## src/dlgc_defines.svh

```systemverilog
// Offsets, field positions, reset values and lookup tables of the gain block.
`ifndef DLGC_DEFINES_SVH
`define DLGC_DEFINES_SVH

`define DLGC_ADDR_W          6
`define DLGC_OFF_BIT_SYNC    6'h1A
`define DLGC_OFF_GAIN_LIMITS 6'h1B

`define DLGC_RST_BIT_SYNC    8'h6C
`define DLGC_RST_GAIN_LIMITS 8'h03

`define DLGC_PRE_KI_MSB      7
`define DLGC_PRE_KI_LSB      6
`define DLGC_PRE_KP_MSB      5
`define DLGC_PRE_KP_LSB      4
`define DLGC_POST_KI_BIT     3
`define DLGC_POST_KP_BIT     2
`define DLGC_LIMIT_MSB       1
`define DLGC_LIMIT_LSB       0

`define DLGC_DGAIN_MSB       7
`define DLGC_DGAIN_LSB       6
`define DLGC_AMP_CAP_MSB     5
`define DLGC_AMP_CAP_LSB     3
`define DLGC_TARGET_MSB      2
`define DLGC_TARGET_LSB      0

// Integral gain is expressed in units of half the base gain.
`define DLGC_KI_HALF         4'h1
// Proportional gain is expressed in units of the base gain.
`define DLGC_KP_BASE         3'h1

// Rate limit in units of 1/32 of the data rate, indexed by the field.
`define DLGC_LIMIT_TABLE     {3'h4, 3'h2, 3'h1, 3'h0}
// Front amplifier cap in tenths of a dB below maximum, indexed by the field.
`define DLGC_AMP_CAP_TABLE   {8'hAB, 8'h92, 8'h73, 8'h5C, \
                              8'h4A, 8'h3D, 8'h1A, 8'h00}
// Channel filter amplitude target in dB, indexed by the field.
`define DLGC_TARGET_TABLE    {6'h2A, 6'h28, 6'h26, 6'h24, \
                              6'h21, 6'h1E, 6'h1B, 6'h18}

`endif

```

## src/dlgc_pkg.sv

```systemverilog
// Types shared by the demodulator loop gain configuration block.
package dlgc_pkg;

    typedef enum logic {
        DLGC_PRESYNC,
        DLGC_POSTSYNC
    } dlgc_phase_e;

    typedef logic [7:0] dlgc_reg_t;

endpackage : dlgc_pkg

```

## src/dlgc_regs.sv

```systemverilog
// Loop gain and gain control limit registers with decoded settings.
//
// Summary of operation
// - Pre-sync integral gain is field plus one.
// - Pre-sync proportional gain is field plus one.
// - Post-sync integral: keep pre value or half.
// - Post-sync proportional: keep pre value or base.
// - Rate offset limit: off, 3.125, 6.25, 12.5.
// - Digital gain cap removes top N steps.
// - Front amplifier cap lowers combined gain.
// - Amplitude target maps field to dB.
// - Gated loops freeze until carrier sense.
`timescale 1ns/1ns
`default_nettype none
`include "dlgc_defines.svh"

module dlgc_regs #(
    parameter logic [2:0] DGAIN_TOP_STEP = 3'h7
) (
    input  wire logic                    clk_i,
    input  wire logic                    sys_rst_i,
    input  wire logic [`DLGC_ADDR_W-1:0] reg_addr_i,
    input  wire logic                    reg_wr_i,
    input  wire logic                    reg_rd_i,
    input  wire dlgc_pkg::dlgc_reg_t     reg_wdata_i,
    output var  dlgc_pkg::dlgc_reg_t     reg_rdata_o,
    input  wire logic                    sync_detected_i,
    input  wire logic                    rx_start_i,
    input  wire logic                    carrier_gate_en_i,
    input  wire logic                    carrier_sense_i,
    output var  logic [3:0]              integral_gain_o,
    output var  logic [2:0]              proportional_gain_o,
    output var  logic [2:0]              rate_limit_o,
    output var  logic                    loop_freeze_o,
    output var  logic [2:0]              digital_gain_max_o,
    output var  logic [7:0]              amp_gain_cap_o,
    output var  logic [5:0]              amplitude_target_o,
    output var  logic                    postsync_o
);
    import dlgc_pkg::*;

    ////////////////////////////////////////////////////////////////////////
    // Register file.

    dlgc_reg_t   bit_sync_loop_config_q;
    dlgc_reg_t   bit_sync_loop_config_d;
    dlgc_reg_t   gain_control_limits_q;
    dlgc_reg_t   gain_control_limits_d;
    dlgc_reg_t   rdata_q;
    dlgc_reg_t   rdata_d;

    // Writes land on the next edge; a read in the same cycle sees the old
    // contents, and an unmapped address reads as zero.
    always_comb begin
        bit_sync_loop_config_d = bit_sync_loop_config_q;
        gain_control_limits_d  = gain_control_limits_q;
        rdata_d                = rdata_q;
        if (reg_wr_i && reg_addr_i == `DLGC_OFF_BIT_SYNC) begin
            bit_sync_loop_config_d = reg_wdata_i;
        end
        if (reg_wr_i && reg_addr_i == `DLGC_OFF_GAIN_LIMITS) begin
            gain_control_limits_d = reg_wdata_i;
        end
        if (reg_rd_i) begin
            unique case (reg_addr_i)
                `DLGC_OFF_BIT_SYNC:    rdata_d = bit_sync_loop_config_q;
                `DLGC_OFF_GAIN_LIMITS: rdata_d = gain_control_limits_q;
                default:               rdata_d = 8'h00;
            endcase
        end
    end

    // Registers of the register file.
    always_ff @(posedge clk_i) begin
        if (sys_rst_i) begin
            bit_sync_loop_config_q <= `DLGC_RST_BIT_SYNC;
            gain_control_limits_q  <= `DLGC_RST_GAIN_LIMITS;
            rdata_q                <= 8'h00;
        end else begin
            bit_sync_loop_config_q <= bit_sync_loop_config_d;
            gain_control_limits_q  <= gain_control_limits_d;
            rdata_q                <= rdata_d;
        end
    end

    assign reg_rdata_o = rdata_q;

    ////////////////////////////////////////////////////////////////////////
    // Field extraction.

    logic [1:0] pre_ki;
    logic [1:0] pre_kp;
    logic       post_ki;
    logic       post_kp;
    logic [1:0] limit_sel;
    logic [1:0] dgain_cap;
    logic [2:0] amp_cap_sel;
    logic [2:0] target_sel;
    logic [11:0] limit_table;
    logic [63:0] amp_cap_table;
    logic [47:0] target_table;

    // Fields are decoded from the live registers, so a write steers the
    // loops from the edge after it.
    assign pre_ki      =
        bit_sync_loop_config_q[`DLGC_PRE_KI_MSB:`DLGC_PRE_KI_LSB];
    assign pre_kp      =
        bit_sync_loop_config_q[`DLGC_PRE_KP_MSB:`DLGC_PRE_KP_LSB];
    assign post_ki     = bit_sync_loop_config_q[`DLGC_POST_KI_BIT];
    assign post_kp     = bit_sync_loop_config_q[`DLGC_POST_KP_BIT];
    assign limit_sel   =
        bit_sync_loop_config_q[`DLGC_LIMIT_MSB:`DLGC_LIMIT_LSB];
    assign dgain_cap   =
        gain_control_limits_q[`DLGC_DGAIN_MSB:`DLGC_DGAIN_LSB];
    assign amp_cap_sel =
        gain_control_limits_q[`DLGC_AMP_CAP_MSB:`DLGC_AMP_CAP_LSB];
    assign target_sel  =
        gain_control_limits_q[`DLGC_TARGET_MSB:`DLGC_TARGET_LSB];
    assign limit_table   = `DLGC_LIMIT_TABLE;
    assign amp_cap_table = `DLGC_AMP_CAP_TABLE;
    assign target_table  = `DLGC_TARGET_TABLE;

    ////////////////////////////////////////////////////////////////////////
    // Reception phase and decoded loop settings.

    dlgc_phase_e phase_q;
    dlgc_phase_e phase_d;
    logic [3:0]  ki_q;
    logic [3:0]  ki_d;
    logic [2:0]  kp_q;
    logic [2:0]  kp_d;
    logic [2:0]  limit_q;
    logic [2:0]  limit_d;
    logic        freeze_q;
    logic        freeze_d;
    logic [2:0]  dgain_q;
    logic [2:0]  dgain_d;
    logic [7:0]  amp_cap_q;
    logic [7:0]  amp_cap_d;
    logic [5:0]  target_q;
    logic [5:0]  target_d;

    // A new reception wins over a sync flagged in the same cycle, since the
    // sync then belongs to the frame being abandoned.
    always_comb begin
        phase_d = phase_q;
        unique case (phase_q)
            DLGC_PRESYNC: begin
                if (sync_detected_i && !rx_start_i) begin
                    phase_d = DLGC_POSTSYNC;
                end
            end
            DLGC_POSTSYNC: begin
                if (rx_start_i) begin
                    phase_d = DLGC_PRESYNC;
                end
            end
        endcase
        // Gains follow the next phase so they switch on the sync edge.
        ki_d = {1'b0, pre_ki, 1'b0} + 4'h2;
        kp_d = {1'b0, pre_kp} + 3'h1;
        if (phase_d == DLGC_POSTSYNC && post_ki) begin
            ki_d = `DLGC_KI_HALF;
        end
        if (phase_d == DLGC_POSTSYNC && post_kp) begin
            kp_d = `DLGC_KP_BASE;
        end
        limit_d   = limit_table[limit_sel*3 +: 3];
        freeze_d  = carrier_gate_en_i && !carrier_sense_i;
        dgain_d   = DGAIN_TOP_STEP - {1'b0, dgain_cap};
        amp_cap_d = amp_cap_table[amp_cap_sel*8 +: 8];
        target_d  = target_table[target_sel*6 +: 6];
    end

    // Decoded settings are registered so every output comes from a flop.
    always_ff @(posedge clk_i) begin
        if (sys_rst_i) begin
            phase_q   <= DLGC_PRESYNC;
            ki_q      <= 4'h4;
            kp_q      <= 3'h3;
            limit_q   <= 3'h0;
            freeze_q  <= 1'b0;
            dgain_q   <= DGAIN_TOP_STEP;
            amp_cap_q <= 8'h00;
            target_q  <= 6'h21;
        end else begin
            phase_q   <= phase_d;
            ki_q      <= ki_d;
            kp_q      <= kp_d;
            limit_q   <= limit_d;
            freeze_q  <= freeze_d;
            dgain_q   <= dgain_d;
            amp_cap_q <= amp_cap_d;
            target_q  <= target_d;
        end
    end

    assign integral_gain_o     = ki_q;
    assign proportional_gain_o = kp_q;
    assign rate_limit_o        = limit_q;
    assign loop_freeze_o       = freeze_q;
    assign digital_gain_max_o  = dgain_q;
    assign amp_gain_cap_o      = amp_cap_q;
    assign amplitude_target_o  = target_q;
    assign postsync_o          = (phase_q == DLGC_POSTSYNC);

    ////////////////////////////////////////////////////////////////////////
    // Checks.

    property p_pre_ki;
        @(posedge clk_i) disable iff (sys_rst_i)
        (phase_d == DLGC_PRESYNC) |=>
            integral_gain_o == {1'b0, $past(pre_ki), 1'b0} + 4'h2;
    endproperty
    a_pre_ki: assert property (p_pre_ki)
        else $error("Pre-sync integral gain wrong.");

    property p_pre_kp;
        @(posedge clk_i) disable iff (sys_rst_i)
        (phase_d == DLGC_PRESYNC) |=>
            proportional_gain_o == {1'b0, $past(pre_kp)} + 3'h1;
    endproperty
    a_pre_kp: assert property (p_pre_kp)
        else $error("Pre-sync proportional gain wrong.");

    property p_post_ki;
        @(posedge clk_i) disable iff (sys_rst_i)
        (phase_d == DLGC_POSTSYNC) |=> postsync_o &&
            integral_gain_o == ($past(post_ki) ? 4'h1
                : {1'b0, $past(pre_ki), 1'b0} + 4'h2);
    endproperty
    a_post_ki: assert property (p_post_ki)
        else $error("Post-sync integral gain wrong.");

    property p_post_kp;
        @(posedge clk_i) disable iff (sys_rst_i)
        (phase_d == DLGC_POSTSYNC) |=>
            proportional_gain_o == ($past(post_kp) ? 3'h1
                : {1'b0, $past(pre_kp)} + 3'h1);
    endproperty
    a_post_kp: assert property (p_post_kp)
        else $error("Post-sync proportional gain wrong.");

    property p_limit;
        @(posedge clk_i) disable iff (sys_rst_i)
        ##1 rate_limit_o == ($past(limit_sel) == 2'h3 ? 3'h4
            : {1'b0, $past(limit_sel)});
    endproperty
    a_limit: assert property (p_limit)
        else $error("Rate offset limit wrong.");

    property p_dgain;
        @(posedge clk_i) disable iff (sys_rst_i)
        ##1 digital_gain_max_o + {1'b0, $past(dgain_cap)} == DGAIN_TOP_STEP;
    endproperty
    a_dgain: assert property (p_dgain)
        else $error("Digital gain cap wrong.");

    property p_amp_cap;
        @(posedge clk_i) disable iff (sys_rst_i)
        ($past(amp_cap_sel) == 3'h7) && !$past(sys_rst_i) |->
            amp_gain_cap_o == 8'hAB;
    endproperty
    a_amp_cap: assert property (p_amp_cap)
        else $error("Front amplifier cap wrong.");

    property p_target;
        @(posedge clk_i) disable iff (sys_rst_i)
        (target_sel == 3'h0) ##1 (target_sel == 3'h0) |->
            amplitude_target_o == 6'h18;
    endproperty
    a_target: assert property (p_target)
        else $error("Amplitude target wrong.");

    property p_freeze;
        @(posedge clk_i) disable iff (sys_rst_i)
        (carrier_gate_en_i && !carrier_sense_i) |=> loop_freeze_o;
    endproperty
    a_freeze: assert property (p_freeze)
        else $error("Loops not frozen while gated.");

    property p_restart;
        @(posedge clk_i) disable iff (sys_rst_i)
        rx_start_i |=> !postsync_o;
    endproperty
    a_restart: assert property (p_restart)
        else $error("New reception kept post-sync gains.");

endmodule : dlgc_regs
`default_nettype wire

```

## config.mk

```make
export PLATFORM = sky130hd
export DESIGN_NAME = dlgc_regs
export DESIGN_NICKNAME = d
export VERILOG_FILES = /design/src/dlgc_pkg.sv /design/src/dlgc_regs.sv
export VERILOG_INCLUDE_DIRS = /design/src
export SDC_FILE = /design/constraint.sdc
export NUM_CORES = 1
export LEC_CHECK = 0
export BUFFER_PORTS_ARGS = -buffer_cell sky130_fd_sc_hd__buf_2
export CAP_MARGIN = 30
export CORE_UTILIZATION = 46
export DETAILED_ROUTE_END_ITERATION = 6
export GPL_TIMING_DRIVEN = 0
export PLACE_DENSITY = 0.75
export SLEW_MARGIN = 5
export SYNTH_ARGS = -nofsm -noshare
export SYNTH_HDL_FRONTEND = slang
export SYNTH_SLANG_ARGS = --single-unit
```

## constraint.sdc

```tcl
create_clock -name clk_i -period 1.1 [get_ports clk_i]
set_input_delay 0.275 -clock clk_i [delete_from_list [all_inputs] [get_ports clk_i]]
set_output_delay 0.275 -clock clk_i [all_outputs]
set_load 0.01 [all_outputs]
```

== After elaboration in Yosys (flattened, before gate mapping) ==
Index checks and enable logic that the tools add are counted.

* Flip-flop bits (word level): 53
* Bits in latches: 0
* RAM bits: 0
* ROM bits: 0
* Input port bits: 22
* Output and inout bits: 37
* Word-level logic and storage cells: 40
* Memories kept: 0

* $add $sub $neg: 3
* $mul: 2
* Div/mod/pow operators: 0
* Magnitude comparators: 0
* Equal/unequal tests: 2
* Shift operators: 3
* Mux-type cells: 6
* Bitwise logic cells: 1
* Reductions and logical operators: 10

{| class="wikitable"
|+ Operators by type and width
! cell !! count
|-
| $shiftx A64 B7 Y8 const A || 1
|-
| $shiftx A48 B7 Y6 const A || 1
|-
| $pmux W8 S2 || 1
|-
| $eq A6 B5 Y1 const B || 2
|-
| $shiftx A12 B5 Y3 const A || 1
|-
| $logic_and A1 B1 Y1 || 6
|-
| $mul A3 B2 Y5 const B || 1
|-
| $add A3 B2 Y4 const B || 1
|-
| $mul A2 B2 Y4 const B || 1
|-
| $reduce_or A2 Y1 || 2
|-
| $add A2 B1 Y3 const B || 1
|-
| $mux W3 || 1
|-
| $sub A3 B2 Y3 const A || 1
|-
| $logic_not A1 Y1 || 2
|-
| $mux W1 || 2
|-
| $mux W2 || 1
|-
| $pmux W1 S2 || 1
|-
| $not A1 Y1 || 1
|}

== Longest topological paths before layout ==
Gate-level depths: netlist of the first run.

* Word-level depth: 6
* Gate-level depth with buffers: 5
* Mapped depth without buffers: 5

== Least setup slack after synthesis of the first run ==
Ideal clock, no wire load.

* Path kind: input port to flip-flop
* Start point: input port reg_addr_i[5]
* End point: register bit_sync_loop_config_q[0]
* Library setup time: 72 ps
* Arrival: 1007 ps
* Data required time: 1028 ps
* Slack: 22 ps
* Cell stages on the path: 4
* Path buffers: 1
* Cell sequence: and4b_1 > and4bb_1 > buf_6 > mux2i_1

* Longest elaborated chain between the ends: 2

{| class="wikitable"
|+ RTL lines
! what !! line !! text
|-
| start, declared || dlgc_regs.sv:22 || <nowiki>input wire logic [`DLGC_ADDR_W-1:0] reg_addr_i,</nowiki>
|-
| $eq A6 B5 Y1 || -- ||
|-
| $logic_and A1 B1 Y1 (no source line) || -- ||
|-
| end signal, assigned || dlgc_regs.sv:76 || <nowiki>bit_sync_loop_config_q <= `DLGC_RST_BIT_SYNC;</nowiki>
|-
| end signal, assigned || dlgc_regs.sv:80 || <nowiki>bit_sync_loop_config_q <= bit_sync_loop_config_d;</nowiki>
|-
| end, declared || dlgc_regs.sv:45 || <nowiki>dlgc_reg_t bit_sync_loop_config_q;</nowiki>
|}

No other way between the ends.
A chain may end at the register's enable or synchronous reset.

== Final worst setup path of the first run ==
* Start point: register rdata_q[6], in the netlist reg_rdata_o[6]
* End point: output port reg_rdata_o[6]

{| class="wikitable"
|+ RTL lines
! what !! line !! text
|-
| start, declared || dlgc_regs.sv:49 || <nowiki>dlgc_reg_t rdata_q;</nowiki>
|-
| start signal, assigned || dlgc_regs.sv:82 || <nowiki>rdata_q <= rdata_d;</nowiki>
|-
| end, declared || dlgc_regs.sv:26 || <nowiki>output var dlgc_pkg::dlgc_reg_t reg_rdata_o,</nowiki>
|}

No word-level cell between the ends.

==> results of run 1 <==
[area by class of cell]
class / count / area, sq um
Buffer: 13 / 82.6
Timing Repair Buffer: 55 / 284
Clock buffer: 8 / 100
Sequential cell: 51 / 1030
Inverter: 6 / 22.5
Fill cell: 387 / 1810
Multi-Input combinational cell: 135 / 982
Tap cell: 52 / 65.1
[worst register-to-register path, cell delays in order, from the launching register on]
cell                      delay (ns)
sky130_fd_sc_hd__dfxtp_4        0.38
sky130_fd_sc_hd__inv_1          0.15
sky130_fd_sc_hd__ha_4           0.23
sky130_fd_sc_hd__mux2i_1        0.15
sky130_fd_sc_hd__nor2_1         0.05
[worst paths after layout]
kind	start	slack, ns	depth (start not counted)	endpoint
setup / recovery	reg_rdata_o[6]	0.03	1	reg_rdata_o[6]
hold reg to reg	bit_sync_loop_config_q[4]	0.43	1	proportional_gain_o[0]
hold / removal	carrier_sense_i	0.13	2	loop_freeze_o
setup reg to reg	gain_control_limits_q[3]	0.04	4	amp_gain_cap_o[4]
[flip-flops by register name (all words and copies together), names as in the netlist]
signal,flops
proportional_gain_o,3
loop_freeze_o,1
bit_sync_loop_config_q,8
amplitude_target_o,6
gain_control_limits_q,8
digital_gain_max_o,2
postsync_o,1
reg_rdata_o,8
rate_limit_o,3
integral_gain_o,4
amp_gain_cap_o,7
[timing repair]
| action | CTS | global route |
|---|---|---|
| hold buffers | 0 | 0 |
| endpoints found under the setup margin | 6 | 4 |
| endpoints found under the hold margin | 0 | 0 |
| resized for setup | 6 | 4 |
| gates cloned | 0 | 0 |
| buffers inserted | 0 | 1 |
[per-stage QoR]
step	instance area [sq um]	worst slack, ns	TNS, ns
after floorplan	2100	0.0216	0
after global placement	2430	-0.148	-4.02
after detailed placement	2430	-0.199	-4.56
after CTS	2540	0.00569	0
after global routing	2570	-0.0163	-0.0163
final	2570	0.0262	0
[cells by family after synthesis]
kind of cell | synth area share [%]
AO/OA/AOI/OAI | 7.28
multiplexers | 12.4
other | 0.179
AND/OR/NAND/NOR | 20.2
adder cells (fa/ha/maj) | 5.96
buffers and inverters | 5.37
flip-flops | 48.7
[power breakdown]
| part | internal [mW] | switching (mW) |
|---|---|---|
| sequential | 1.85 | 0.00604 |
| clock | 0.575 | 0.574 |
| combinational | 0.0958 | 0.112 |
| total | 2.52 | 0.692 |
[metal layers]
layer / global-route usage (%) / wire length, um / up-vias
li1: - / - / 799
met1: 23.4 / 1920 / 693
met2: 29.0 / 1870 / 49
met3: 4.51 / 206 / 6
met4: 5.44 / 50 / 0
met5: 0 / 0 / -
[synthesized netlist by cell type (all sizes together)]
master and instances:
a211oi 4, a21o 11, a21oi 4, and2 2
and3b 1, and4b 2, and4bb 1, buf 12
clkbuf 2, conb 1, dfxtp 51, ha 10
inv 6, mux2i 26, nand2 6, nand2b 19
nand3b 1, nor2 30, nor2b 3, nor3 2
nor3b 9, o21ba 2, or3 1
==> impl_metrics.xml, run 1 <==
<?xml version="1.0" encoding="UTF-8"?>
<metrics>
  <group name="outcome">
    <metric name="run_status" unit="">finished, final reports clean</metric>
  </group>
  <group name="worst_setup_path">
    <metric name="cp_cell_sequence" unit="">buf_2</metric>
    <metric name="cp-start-kind" unit="">flop</metric>
    <metric name="critical_path.n_buffers_inverters" unit="">1</metric>
    <metric name="cp_data_required_time" unit="ns">0.82</metric>
    <metric name="largest_delay_contributor_family_on_the_critical_path" unit="">flip-flops</metric>
    <metric name="slowest_stage" unit="">sky130_fd_sc_hd__dfxtp_1</metric>
    <metric name="critPathKind" unit="">flop to output pin</metric>
    <metric name="critical_path_peak_fanout" unit="">2</metric>
    <metric name="cp-end-kind" unit="">output pin</metric>
    <metric name="critical-path-max-stage-delay" unit="ns">0.36</metric>
    <metric name="crit_arrival" unit="ns">0.80</metric>
  </group>
  <group name="detailed_routing">
    <metric name="routed_wl" unit="um">4050</metric>
    <metric name="post-route-drc-count" unit="">0</metric>
    <metric name="drt_pass1_iterations" unit="">4</metric>
    <metric name="antenna_left" unit="">0</metric>
    <metric name="viasPerCell" unit="">4.83</metric>
    <metric name="via_count" unit="">1547</metric>
    <metric name="dr.first_iter.drc_count" unit="">64</metric>
    <metric name="routed_wire_length_per_instance" unit="um">12.6</metric>
  </group>
  <group name="finish">
    <metric name="drive_above_1_share" unit="%">30.6</metric>
    <metric name="finalCoreUtilization" unit="%">58.6</metric>
    <metric name="syn_to_final_growth" unit="%">22.5</metric>
    <metric name="post_layout_nonfiller_instances" unit="">320</metric>
    <metric name="antenna_cells_inserted" unit="">0</metric>
    <metric name="most_common_cell_after_layout_fill_and_taps_aside" unit="">sky130_fd_sc_hd__buf_2</metric>
    <metric name="fin_nets" unit="">299</metric>
    <metric name="final_cell_mix" unit="">59 x sky130_fd_sc_hd__buf_2, 47 x sky130_fd_sc_hd__dfxtp_1, 30 x sky130_fd_sc_hd__nor2_1, 26 x sky130_fd_sc_hd__mux2i_1, 19 x sky130_fd_sc_hd__nand2b_1</metric>
  </group>
  <group name="placed_design">
    <metric name="buffer_ports.inserted" unit="">54</metric>
    <metric name="finalWeightedCongestion" unit="">0.744</metric>
    <metric name="total_half_perimeter_wirelength_after_legalization_and_detailed_placement" unit="um">2930</metric>
    <metric name="dp.cells" unit="">312</metric>
  </group>
  <group name="clocking">
    <metric name="numClockSinks" unit="">51</metric>
    <metric name="cts_tree" unit="">built</metric>
    <metric name="cts.reportedPaths.clkPinSlew" unit="ns">0.09</metric>
    <metric name="cts_h_tree_depth" unit="">2</metric>
    <metric name="clk_root_buffer_cell" unit="">sky130_fd_sc_hd__clkbuf_8</metric>
    <metric name="cts_buffer_depth" unit="">2</metric>
    <metric name="worstSkewPairLatency" unit="ns">0.30</metric>
    <metric name="cts_buffers" unit="">5</metric>
  </group>
  <group name="timing">
    <metric name="hold_ws" unit="ns">0.126</metric>
    <metric name="report.final.hold_viol_count" unit="">0</metric>
    <metric name="tightest_slew" unit="ns">0.540</metric>
    <metric name="fmaxAchievable" unit="MHz">931</metric>
    <metric name="finClkSkew" unit="ns">0.00407</metric>
    <metric name="final.min_clock_period" unit="ns">1.07</metric>
    <metric name="drv_slew" unit="">0</metric>
    <metric name="setup_violations" unit="">0</metric>
    <metric name="period_share" unit="%">97.6</metric>
    <metric name="timing.max_slew.rel_slack" unit="%">64.0</metric>
  </group>
  <group name="global_route">
    <metric name="grt_first_pass_wirelength" unit="um">6790</metric>
    <metric name="number_of_antenna_violations_at_the_first_check_in_global_routing" unit="">0</metric>
    <metric name="globalRouteOverflowTotal" unit="">0</metric>
    <metric name="globalRouteTotalUtil" unit="%">17.9</metric>
    <metric name="number_of_global_route_vias_before_repair" unit="">1434</metric>
    <metric name="grt_start_max_net_pins" unit="">15</metric>
  </group>
  <group name="floorplan">
    <metric name="fp.coreArea" unit="sq um">4380</metric>
    <metric name="die_width" unit="um">69.5</metric>
    <metric name="rows" unit="">24</metric>
    <metric name="boundaryPins" unit="">59</metric>
    <metric name="start_util" unit="%">47.9</metric>
    <metric name="design.die.area" unit="sq um">4840</metric>
    <metric name="die_h" unit="um">69.5</metric>
  </group>
  <group name="power_and_ir_drop">
    <metric name="leakage" unit="nW">1.20</metric>
    <metric name="power.density" unit="nW/um^2">1250</metric>
    <metric name="vdd_drop_max" unit="mV">0.661</metric>
    <metric name="report.power.total" unit="mW">3.21</metric>
  </group>
  <group name="logic_synthesis">
    <metric name="synthCells" unit="">206</metric>
    <metric name="synthDistinctLibCells" unit="">26</metric>
    <metric name="post-synth-top-area-cell" unit="">sky130_fd_sc_hd__dfxtp_1</metric>
    <metric name="synthesis.yosys.warnings" unit="">0</metric>
    <metric name="post_synthesis_net_count" unit="">238</metric>
    <metric name="ys_seq_area_share" unit="%">48.7</metric>
    <metric name="syn_area" unit="sq um">2100</metric>
    <metric name="synth_area_per_cell" unit="sq um">10.2</metric>
    <metric name="yosysTopAreaCellShare" unit="%">48.7</metric>
    <metric name="ys_ff_latch" unit="">51</metric>
    <metric name="yosys-top-cells-area" unit="">sky130_fd_sc_hd__dfxtp_1 49%, sky130_fd_sc_hd__mux2i_1 12%, sky130_fd_sc_hd__ha_1 6.0%</metric>
  </group>
  <group name="run">
    <metric name="max_cap_viols" unit="">0</metric>
  </group>
  <group name="worst_hold_path">
    <metric name="hp-class" unit="">input pin to flop</metric>
  </group>
</metrics>
Power figures use the tool's default switching activity.
==> run 2, diff against run 1 <==
--- a/config.mk
+++ b/config.mk
@@ -12,6 +12,7 @@
 export DETAILED_ROUTE_END_ITERATION = 6
 export GPL_TIMING_DRIVEN = 0
 export PLACE_DENSITY = 0.75
+export REMOVE_ABC_BUFFERS = 1
 export SLEW_MARGIN = 5
 export SYNTH_ARGS = -nofsm -noshare
 export SYNTH_HDL_FRONTEND = slang
==> impl_metrics.xml, run 2 (synthesis results as in run 1) <==
<?xml version="1.0" encoding="UTF-8"?>
<metrics>
  <group name="placed_design">
    <metric name="dp.cells" unit="">301</metric>
    <metric name="finalWeightedCongestion" unit="">0.756</metric>
    <metric name="worst_setup_slack_before_clock_tree_synthesis" unit="ns">-0.441</metric>
    <metric name="total_half_perimeter_wirelength_after_legalization_and_detailed_placement" unit="um">2390</metric>
    <metric name="buffer_ports.inserted" unit="">57</metric>
  </group>
  <group name="timing">
    <metric name="setup_repair_after_global_routing_missed_its_margin" unit="">true</metric>
    <metric name="finClkSkew" unit="ns">0.00407</metric>
    <metric name="fmaxAchievable" unit="MHz">923</metric>
    <metric name="final.min_clock_period" unit="ns">1.08</metric>
    <metric name="drv_slew" unit="">0</metric>
    <metric name="period_share" unit="%">98.5</metric>
    <metric name="tightest_slew" unit="ns">0.552</metric>
    <metric name="finalWorstSetupSlack" unit="ns">0.0164</metric>
    <metric name="report.final.hold_viol_count" unit="">0</metric>
    <metric name="timing.max_slew.rel_slack" unit="%">63.0</metric>
    <metric name="setup_violations" unit="">0</metric>
  </group>
  <group name="worst_setup_path">
    <metric name="cp_cell_sequence" unit="">buf_2 &gt; and4b_1 &gt; and4b_2 &gt; mux2i_1</metric>
    <metric name="critical_path_peak_fanout" unit="">8</metric>
    <metric name="critPathKind" unit="">input pin to flop</metric>
    <metric name="crit_arrival" unit="ns">1.30</metric>
    <metric name="critical_path.n_buffers_inverters" unit="">1</metric>
    <metric name="slowest_stage" unit="">sky130_fd_sc_hd__and4b_2</metric>
    <metric name="largest_delay_contributor_family_on_the_critical_path" unit="">simple AND/OR/NAND/NOR gates</metric>
    <metric name="critical-path-max-stage-delay" unit="ns">0.44</metric>
    <metric name="cp-end-kind" unit="">flop</metric>
    <metric name="cp-start-kind" unit="">input pin</metric>
    <metric name="cp_data_required_time" unit="ns">1.32</metric>
  </group>
  <group name="detailed_routing">
    <metric name="drt_pass1_iterations" unit="">6</metric>
    <metric name="antenna_left" unit="">0</metric>
    <metric name="via_count" unit="">1502</metric>
    <metric name="routed_wl" unit="um">3690</metric>
    <metric name="post-route-drc-count" unit="">0</metric>
    <metric name="viasPerCell" unit="">4.83</metric>
    <metric name="routed_wire_length_per_instance" unit="um">11.8</metric>
    <metric name="dr.first_iter.drc_count" unit="">90</metric>
  </group>
  <group name="finish">
    <metric name="drive_above_1_share" unit="%">31.7</metric>
    <metric name="syn_to_final_growth" unit="%">19.7</metric>
    <metric name="fin_nets" unit="">290</metric>
    <metric name="filler_cell_count" unit="">403</metric>
    <metric name="most_common_cell_after_layout_fill_and_taps_aside" unit="">sky130_fd_sc_hd__buf_2</metric>
    <metric name="finalCoreUtilization" unit="%">57.3</metric>
    <metric name="final_cell_mix" unit="">56 x sky130_fd_sc_hd__buf_2, 48 x sky130_fd_sc_hd__dfxtp_1, 29 x sky130_fd_sc_hd__nor2_1, 26 x sky130_fd_sc_hd__mux2i_1, 19 x sky130_fd_sc_hd__nand2b_1</metric>
    <metric name="antenna_cells_inserted" unit="">0</metric>
    <metric name="post_layout_nonfiller_instances" unit="">311</metric>
  </group>
  <group name="floorplan">
    <metric name="fp.coreArea" unit="sq um">4380</metric>
    <metric name="die_h" unit="um">69.5</metric>
    <metric name="start_util" unit="%">47.9</metric>
    <metric name="rows" unit="">24</metric>
    <metric name="boundaryPins" unit="">59</metric>
    <metric name="die_width" unit="um">69.5</metric>
    <metric name="design.die.area" unit="sq um">4840</metric>
  </group>
  <group name="clocking">
    <metric name="cts.reportedPaths.clkPinSlew" unit="ns">0.08</metric>
    <metric name="cts_h_tree_depth" unit="">2</metric>
    <metric name="numClockSinks" unit="">51</metric>
    <metric name="clk_root_buffer_cell" unit="">sky130_fd_sc_hd__clkbuf_8</metric>
    <metric name="cts_buffers" unit="">5</metric>
    <metric name="cts_tree" unit="">built</metric>
    <metric name="cts_buffer_depth" unit="">2</metric>
    <metric name="worstSkewPairLatency" unit="ns">0.29</metric>
  </group>
  <group name="global_route">
    <metric name="globalRouteOverflowTotal" unit="">0</metric>
    <metric name="globalRouteTotalUtil" unit="%">15.3</metric>
    <metric name="number_of_antenna_violations_at_the_first_check_in_global_routing" unit="">0</metric>
    <metric name="grt_start_max_net_pins" unit="">66</metric>
    <metric name="number_of_global_route_vias_before_repair" unit="">1218</metric>
    <metric name="grt_first_pass_wirelength" unit="um">5730</metric>
  </group>
  <group name="power_and_ir_drop">
    <metric name="power.density" unit="nW/um^2">1220</metric>
    <metric name="leakage" unit="nW">1.16</metric>
    <metric name="vdd_drop_max" unit="mV">0.665</metric>
  </group>
  <group name="outcome">
    <metric name="run_status" unit="">finished, final reports clean</metric>
  </group>
  <group name="worst_hold_path">
    <metric name="hp-class" unit="">input pin to flop</metric>
  </group>
  <group name="run">
    <metric name="max_cap_viols" unit="">0</metric>
  </group>
</metrics>
[run 2: final cells by class]
type	count	area (sq um)	share of cell area, %
Inverter	6	25.0	0.997
Sequential cell	51	1030	41.1
Tap cell	52	65.1	2.59
Clock buffer	5	68.8	2.74
Timing Repair Buffer	59	303	12.1
Multi-Input combinational cell	135	1000	39.9
Clock inverter	3	15.0	0.598
[run 2: what timing repair did]
| action | 4_1_cts | 5_1_grt |
|---|---|---|
| pin swaps | 0 | 0 |
| gates resized for setup | 7 | 10 |
| buffers inserted | 0 | 2 |
| hold buffers | 0 | 0 |
| endpoints found under the setup margin | 34 | 9 |
[run 2: worst paths after layout]
path	from	endpoint	slack (ns)	depth (start not counted)
setup / recovery	reg_addr_i[5]	gain_control_limits_q[1]	0.02	4
hold / removal	carrier_sense_i	loop_freeze_o	0.13	2
setup reg to reg	gain_control_limits_q[3]	amp_gain_cap_o[3]	0.06	3
hold reg to reg	bit_sync_loop_config_q[4]	proportional_gain_o[0]	0.43	1
[run 2: metrics by stage]
step	hold WS, ns	cell area [sq um]	setup TNS [ns]	power (mW)
finish	0.135	2510	0	3.06
global route	0.135	2510	-0.0386	3.21
CTS	0.125	2450	0	3.12
detailed placement	0.406	2360	-15.21	2.09
global placement	0.409	2360	-14.59	2.09
floorplan	0.344	2010	-1.80	1.99
[run 2: where the power goes]
group          total [mW]  internal, mW  switching [mW]
Sequential           1.86          1.85         0.00658
Clock                1.02         0.436           0.584
Combinational       0.186        0.0859           0.100
[run 2: layer usage]
metal / GRT usage (%) / wire [um] / up-vias
met3: 5.38 / 171 / 4
met1: 19.1 / 1650 / 680
met2: 24.3 / 1810 / 38
met5: 0 / 0 / -
li1: - / - / 780
met4: 5.67 / 48 / 0
==> run 3, diff against run 2 <==
--- a/config.mk
+++ b/config.mk
@@ -11,7 +11,7 @@
 export CORE_UTILIZATION = 46
 export DETAILED_ROUTE_END_ITERATION = 6
 export GPL_TIMING_DRIVEN = 0
-export PLACE_DENSITY = 0.75
+export PLACE_DENSITY = 0.78
 export REMOVE_ABC_BUFFERS = 1
 export SLEW_MARGIN = 5
 export SYNTH_ARGS = -nofsm -noshare
==> impl_metrics.xml, run 3 (synthesis results as in run 1) <==
<?xml version="1.0" encoding="UTF-8"?>
<metrics>
  <group name="outcome">
    <metric name="run_status" unit="">finished, final reports clean</metric>
  </group>
  <group name="worst_setup_path">
    <metric name="endpoint" unit="">bit_sync_loop_config_q[6]</metric>
    <metric name="cp-start-kind" unit="">input pin</metric>
    <metric name="timing.rr.start" unit="">gain_control_limits_q[0]</metric>
    <metric name="cp_data_required_time" unit="ns">1.34</metric>
    <metric name="cp_cell_sequence" unit="">buf_2 &gt; and4b_1 &gt; and4bb_2 &gt; mux2i_1</metric>
    <metric name="r2r_setup_slack" unit="ns">0.07</metric>
    <metric name="largest_delay_contributor_family_on_the_critical_path" unit="">simple AND/OR/NAND/NOR gates</metric>
    <metric name="cp-end-kind" unit="">flop</metric>
    <metric name="critical_path.n_buffers_inverters" unit="">1</metric>
    <metric name="ff2ff_path_depth" unit="">4</metric>
    <metric name="crit_start" unit="">reg_addr_i[5]</metric>
    <metric name="slowest_stage" unit="">sky130_fd_sc_hd__and4bb_2</metric>
    <metric name="crit_arrival" unit="ns">1.29</metric>
    <metric name="timing.critical_path.depth" unit="">4</metric>
    <metric name="critical_path.reg2reg.endpoint" unit="">amplitude_target_o[2]</metric>
    <metric name="critPathKind" unit="">input pin to flop</metric>
    <metric name="critical_path_peak_fanout" unit="">8</metric>
    <metric name="critical-path-max-stage-delay" unit="ns">0.45</metric>
  </group>
  <group name="placed_design">
    <metric name="finalWeightedCongestion" unit="">0.676</metric>
    <metric name="total_half_perimeter_wirelength_after_legalization_and_detailed_placement" unit="um">2370</metric>
    <metric name="buffer_ports.inserted" unit="">57</metric>
    <metric name="placedInstanceArea" unit="sq um">2360</metric>
    <metric name="worst_setup_slack_before_clock_tree_synthesis" unit="ns">-0.429</metric>
  </group>
  <group name="timing">
    <metric name="setup_violations" unit="">0</metric>
    <metric name="finalWorstSetupSlack" unit="ns">0.0476</metric>
    <metric name="finClkSkew" unit="ns">0.00416</metric>
    <metric name="tightest_slew" unit="ns">0.561</metric>
    <metric name="final.min_clock_period" unit="ns">1.05</metric>
    <metric name="report.final.hold_viol_count" unit="">0</metric>
    <metric name="drv_slew" unit="">0</metric>
    <metric name="fmaxAchievable" unit="MHz">950</metric>
    <metric name="period_share" unit="%">95.7</metric>
    <metric name="timing.setup.tns" unit="ns">0</metric>
    <metric name="timing.max_slew.rel_slack" unit="%">62.4</metric>
    <metric name="setup_repair_after_global_routing_missed_its_margin" unit="">false</metric>
    <metric name="hold_ws" unit="ns">0.120</metric>
  </group>
  <group name="power_and_ir_drop">
    <metric name="leakage" unit="nW">1.16</metric>
    <metric name="power_frac_clock" unit="%">34.3</metric>
    <metric name="internal_power" unit="mW">2.43</metric>
    <metric name="vdd_drop_max" unit="mV">0.585</metric>
    <metric name="p_sw_share" unit="%">21.7</metric>
    <metric name="switchingPower" unit="mW">0.675</metric>
    <metric name="pwr-share-comb" unit="%">5.9</metric>
    <metric name="power.density" unit="nW/um^2">1240</metric>
    <metric name="report.power.total" unit="mW">3.11</metric>
    <metric name="seqPwrFrac" unit="%">59.8</metric>
  </group>
  <group name="global_route">
    <metric name="number_of_antenna_violations_at_the_first_check_in_global_routing" unit="">0</metric>
    <metric name="grt_first_pass_wirelength" unit="um">5720</metric>
    <metric name="grt_start_max_net_pins" unit="">66</metric>
    <metric name="globalRouteOverflowTotal" unit="">0</metric>
    <metric name="number_of_global_route_vias_before_repair" unit="">1268</metric>
    <metric name="globalRouteTotalUtil" unit="%">15.4</metric>
  </group>
  <group name="detailed_routing">
    <metric name="via_count" unit="">1492</metric>
    <metric name="antenna_left" unit="">0</metric>
    <metric name="viasPerCell" unit="">4.80</metric>
    <metric name="drt_pass1_iterations" unit="">4</metric>
    <metric name="routed_wire_length_per_instance" unit="um">11.6</metric>
    <metric name="post-route-drc-count" unit="">0</metric>
    <metric name="dr.first_iter.drc_count" unit="">49</metric>
    <metric name="routed_wl" unit="um">3610</metric>
  </group>
  <group name="finish">
    <metric name="antenna_cells_inserted" unit="">0</metric>
    <metric name="most_common_cell_after_layout_fill_and_taps_aside" unit="">sky130_fd_sc_hd__buf_2</metric>
    <metric name="drive_above_1_share" unit="%">30.9</metric>
    <metric name="postLayoutCellArea" unit="sq um">2500</metric>
    <metric name="filler_cell_count" unit="">394</metric>
    <metric name="syn_to_final_growth" unit="%">19.1</metric>
    <metric name="area_used_by_multi_input_combinational_logic" unit="sq um">978</metric>
    <metric name="area_taken_by_flip_flops_and_latches" unit="sq um">1030</metric>
    <metric name="fin_nets" unit="">291</metric>
    <metric name="final_cell_mix" unit="">56 x sky130_fd_sc_hd__buf_2, 46 x sky130_fd_sc_hd__dfxtp_1, 30 x sky130_fd_sc_hd__nor2_1, 26 x sky130_fd_sc_hd__mux2i_1, 19 x sky130_fd_sc_hd__nand2b_1</metric>
  </group>
  <group name="floorplan">
    <metric name="die_width" unit="um">69.5</metric>
    <metric name="design.die.area" unit="sq um">4840</metric>
    <metric name="fp.coreArea" unit="sq um">4380</metric>
    <metric name="rows" unit="">24</metric>
    <metric name="die_h" unit="um">69.5</metric>
    <metric name="boundaryPins" unit="">59</metric>
    <metric name="start_util" unit="%">47.9</metric>
  </group>
  <group name="clocking">
    <metric name="worstSkewPairLatency" unit="ns">0.30</metric>
    <metric name="numClockSinks" unit="">51</metric>
    <metric name="cts_h_tree_depth" unit="">2</metric>
    <metric name="cts_buffer_depth" unit="">2</metric>
    <metric name="post_cts_hold_buffer_count" unit="">0</metric>
    <metric name="clk_root_buffer_cell" unit="">sky130_fd_sc_hd__clkbuf_8</metric>
    <metric name="cts.reportedPaths.clkPinSlew" unit="ns">0.08</metric>
    <metric name="cts_tree" unit="">built</metric>
    <metric name="cts_buffers" unit="">5</metric>
  </group>
  <group name="run">
    <metric name="max_cap_viols" unit="">0</metric>
  </group>
  <group name="worst_hold_path">
    <metric name="hp-class" unit="">input pin to flop</metric>
  </group>
</metrics>
## run 3: worst min path at each step
stage                                          from                      to  slack, ns  cells after the start
after floorplan                           sys_rst_i       amp_gain_cap_o[2]       0.34                      1
after global placement    bit_sync_loop_config_q[4]  proportional_gain_o[0]       0.42                      1
after detailed placement   gain_control_limits_q[7]   digital_gain_max_o[1]       0.41                      1
after CTS                           carrier_sense_i           loop_freeze_o       0.11                      2
after global routing                carrier_sense_i           loop_freeze_o       0.11                      2
final                               carrier_sense_i           loop_freeze_o       0.12                      2
## run 3: layer usage
| metal | share of wire, % | vias to the layer above | global-route usage [%] |
|---|---|---|---|
| met2 | 46 | 45 | 24.2 |
| met1 | 46 | 659 | 18.7 |
| met4 | 2.1 | 0 | 10.9 |
| met3 | 5.4 | 6 | 3.34 |
| li1 | - | 782 | - |
| met5 | 0 | - | 0 |
## run 3: final cells by class
class,instances,share of cell area (%)
clock buffers,6,3.30
inverters,6,0.901
flip-flops and latches,51,41.4
clock inverters,1,0.200
repair buffers,60,12.4
well taps,52,2.60
multi-input cells,135,39.2
## run 3: per-stage QoR
| step | util [%] | std cells |
|---|---|---|
| global placement | 53.8 | 301 |
| global route | 57.0 | 311 |
| finish | 57.0 | 311 |
| detailed placement | 53.8 | 301 |
| CTS | 56.0 | 308 |
| floorplan | - | 192 |
## run 3: what timing repair did
| item | 4_1_cts | 5_1_grt |
|---|---|---|
| setup endpoints to repair | 32 | 6 |
| pin swaps | 0 | 1 |
| buffers inserted | 0 | 3 |
| resized for setup | 7 | 7 |
## run 3: power groups by stage
stage | clock network, mW | logic (mW) | registers [mW]
CTS | 1.10 | 0.185 | 1.86
global placement | 0 | 0.181 | 1.91
floorplan | 0 | 0.0741 | 1.92
finish | 1.06 | 0.184 | 1.86
global route | 1.17 | 0.205 | 1.86
detailed placement | 0 | 0.185 | 1.91
## run 3: worst reg2reg max path: stages, from the launching register on
cell,delay (ns)
sky130_fd_sc_hd__dfxtp_4,0.39
sky130_fd_sc_hd__inv_2,0.04
sky130_fd_sc_hd__ha_1,0.18
sky130_fd_sc_hd__nor2b_1,0.12
sky130_fd_sc_hd__o21ba_2,0.19
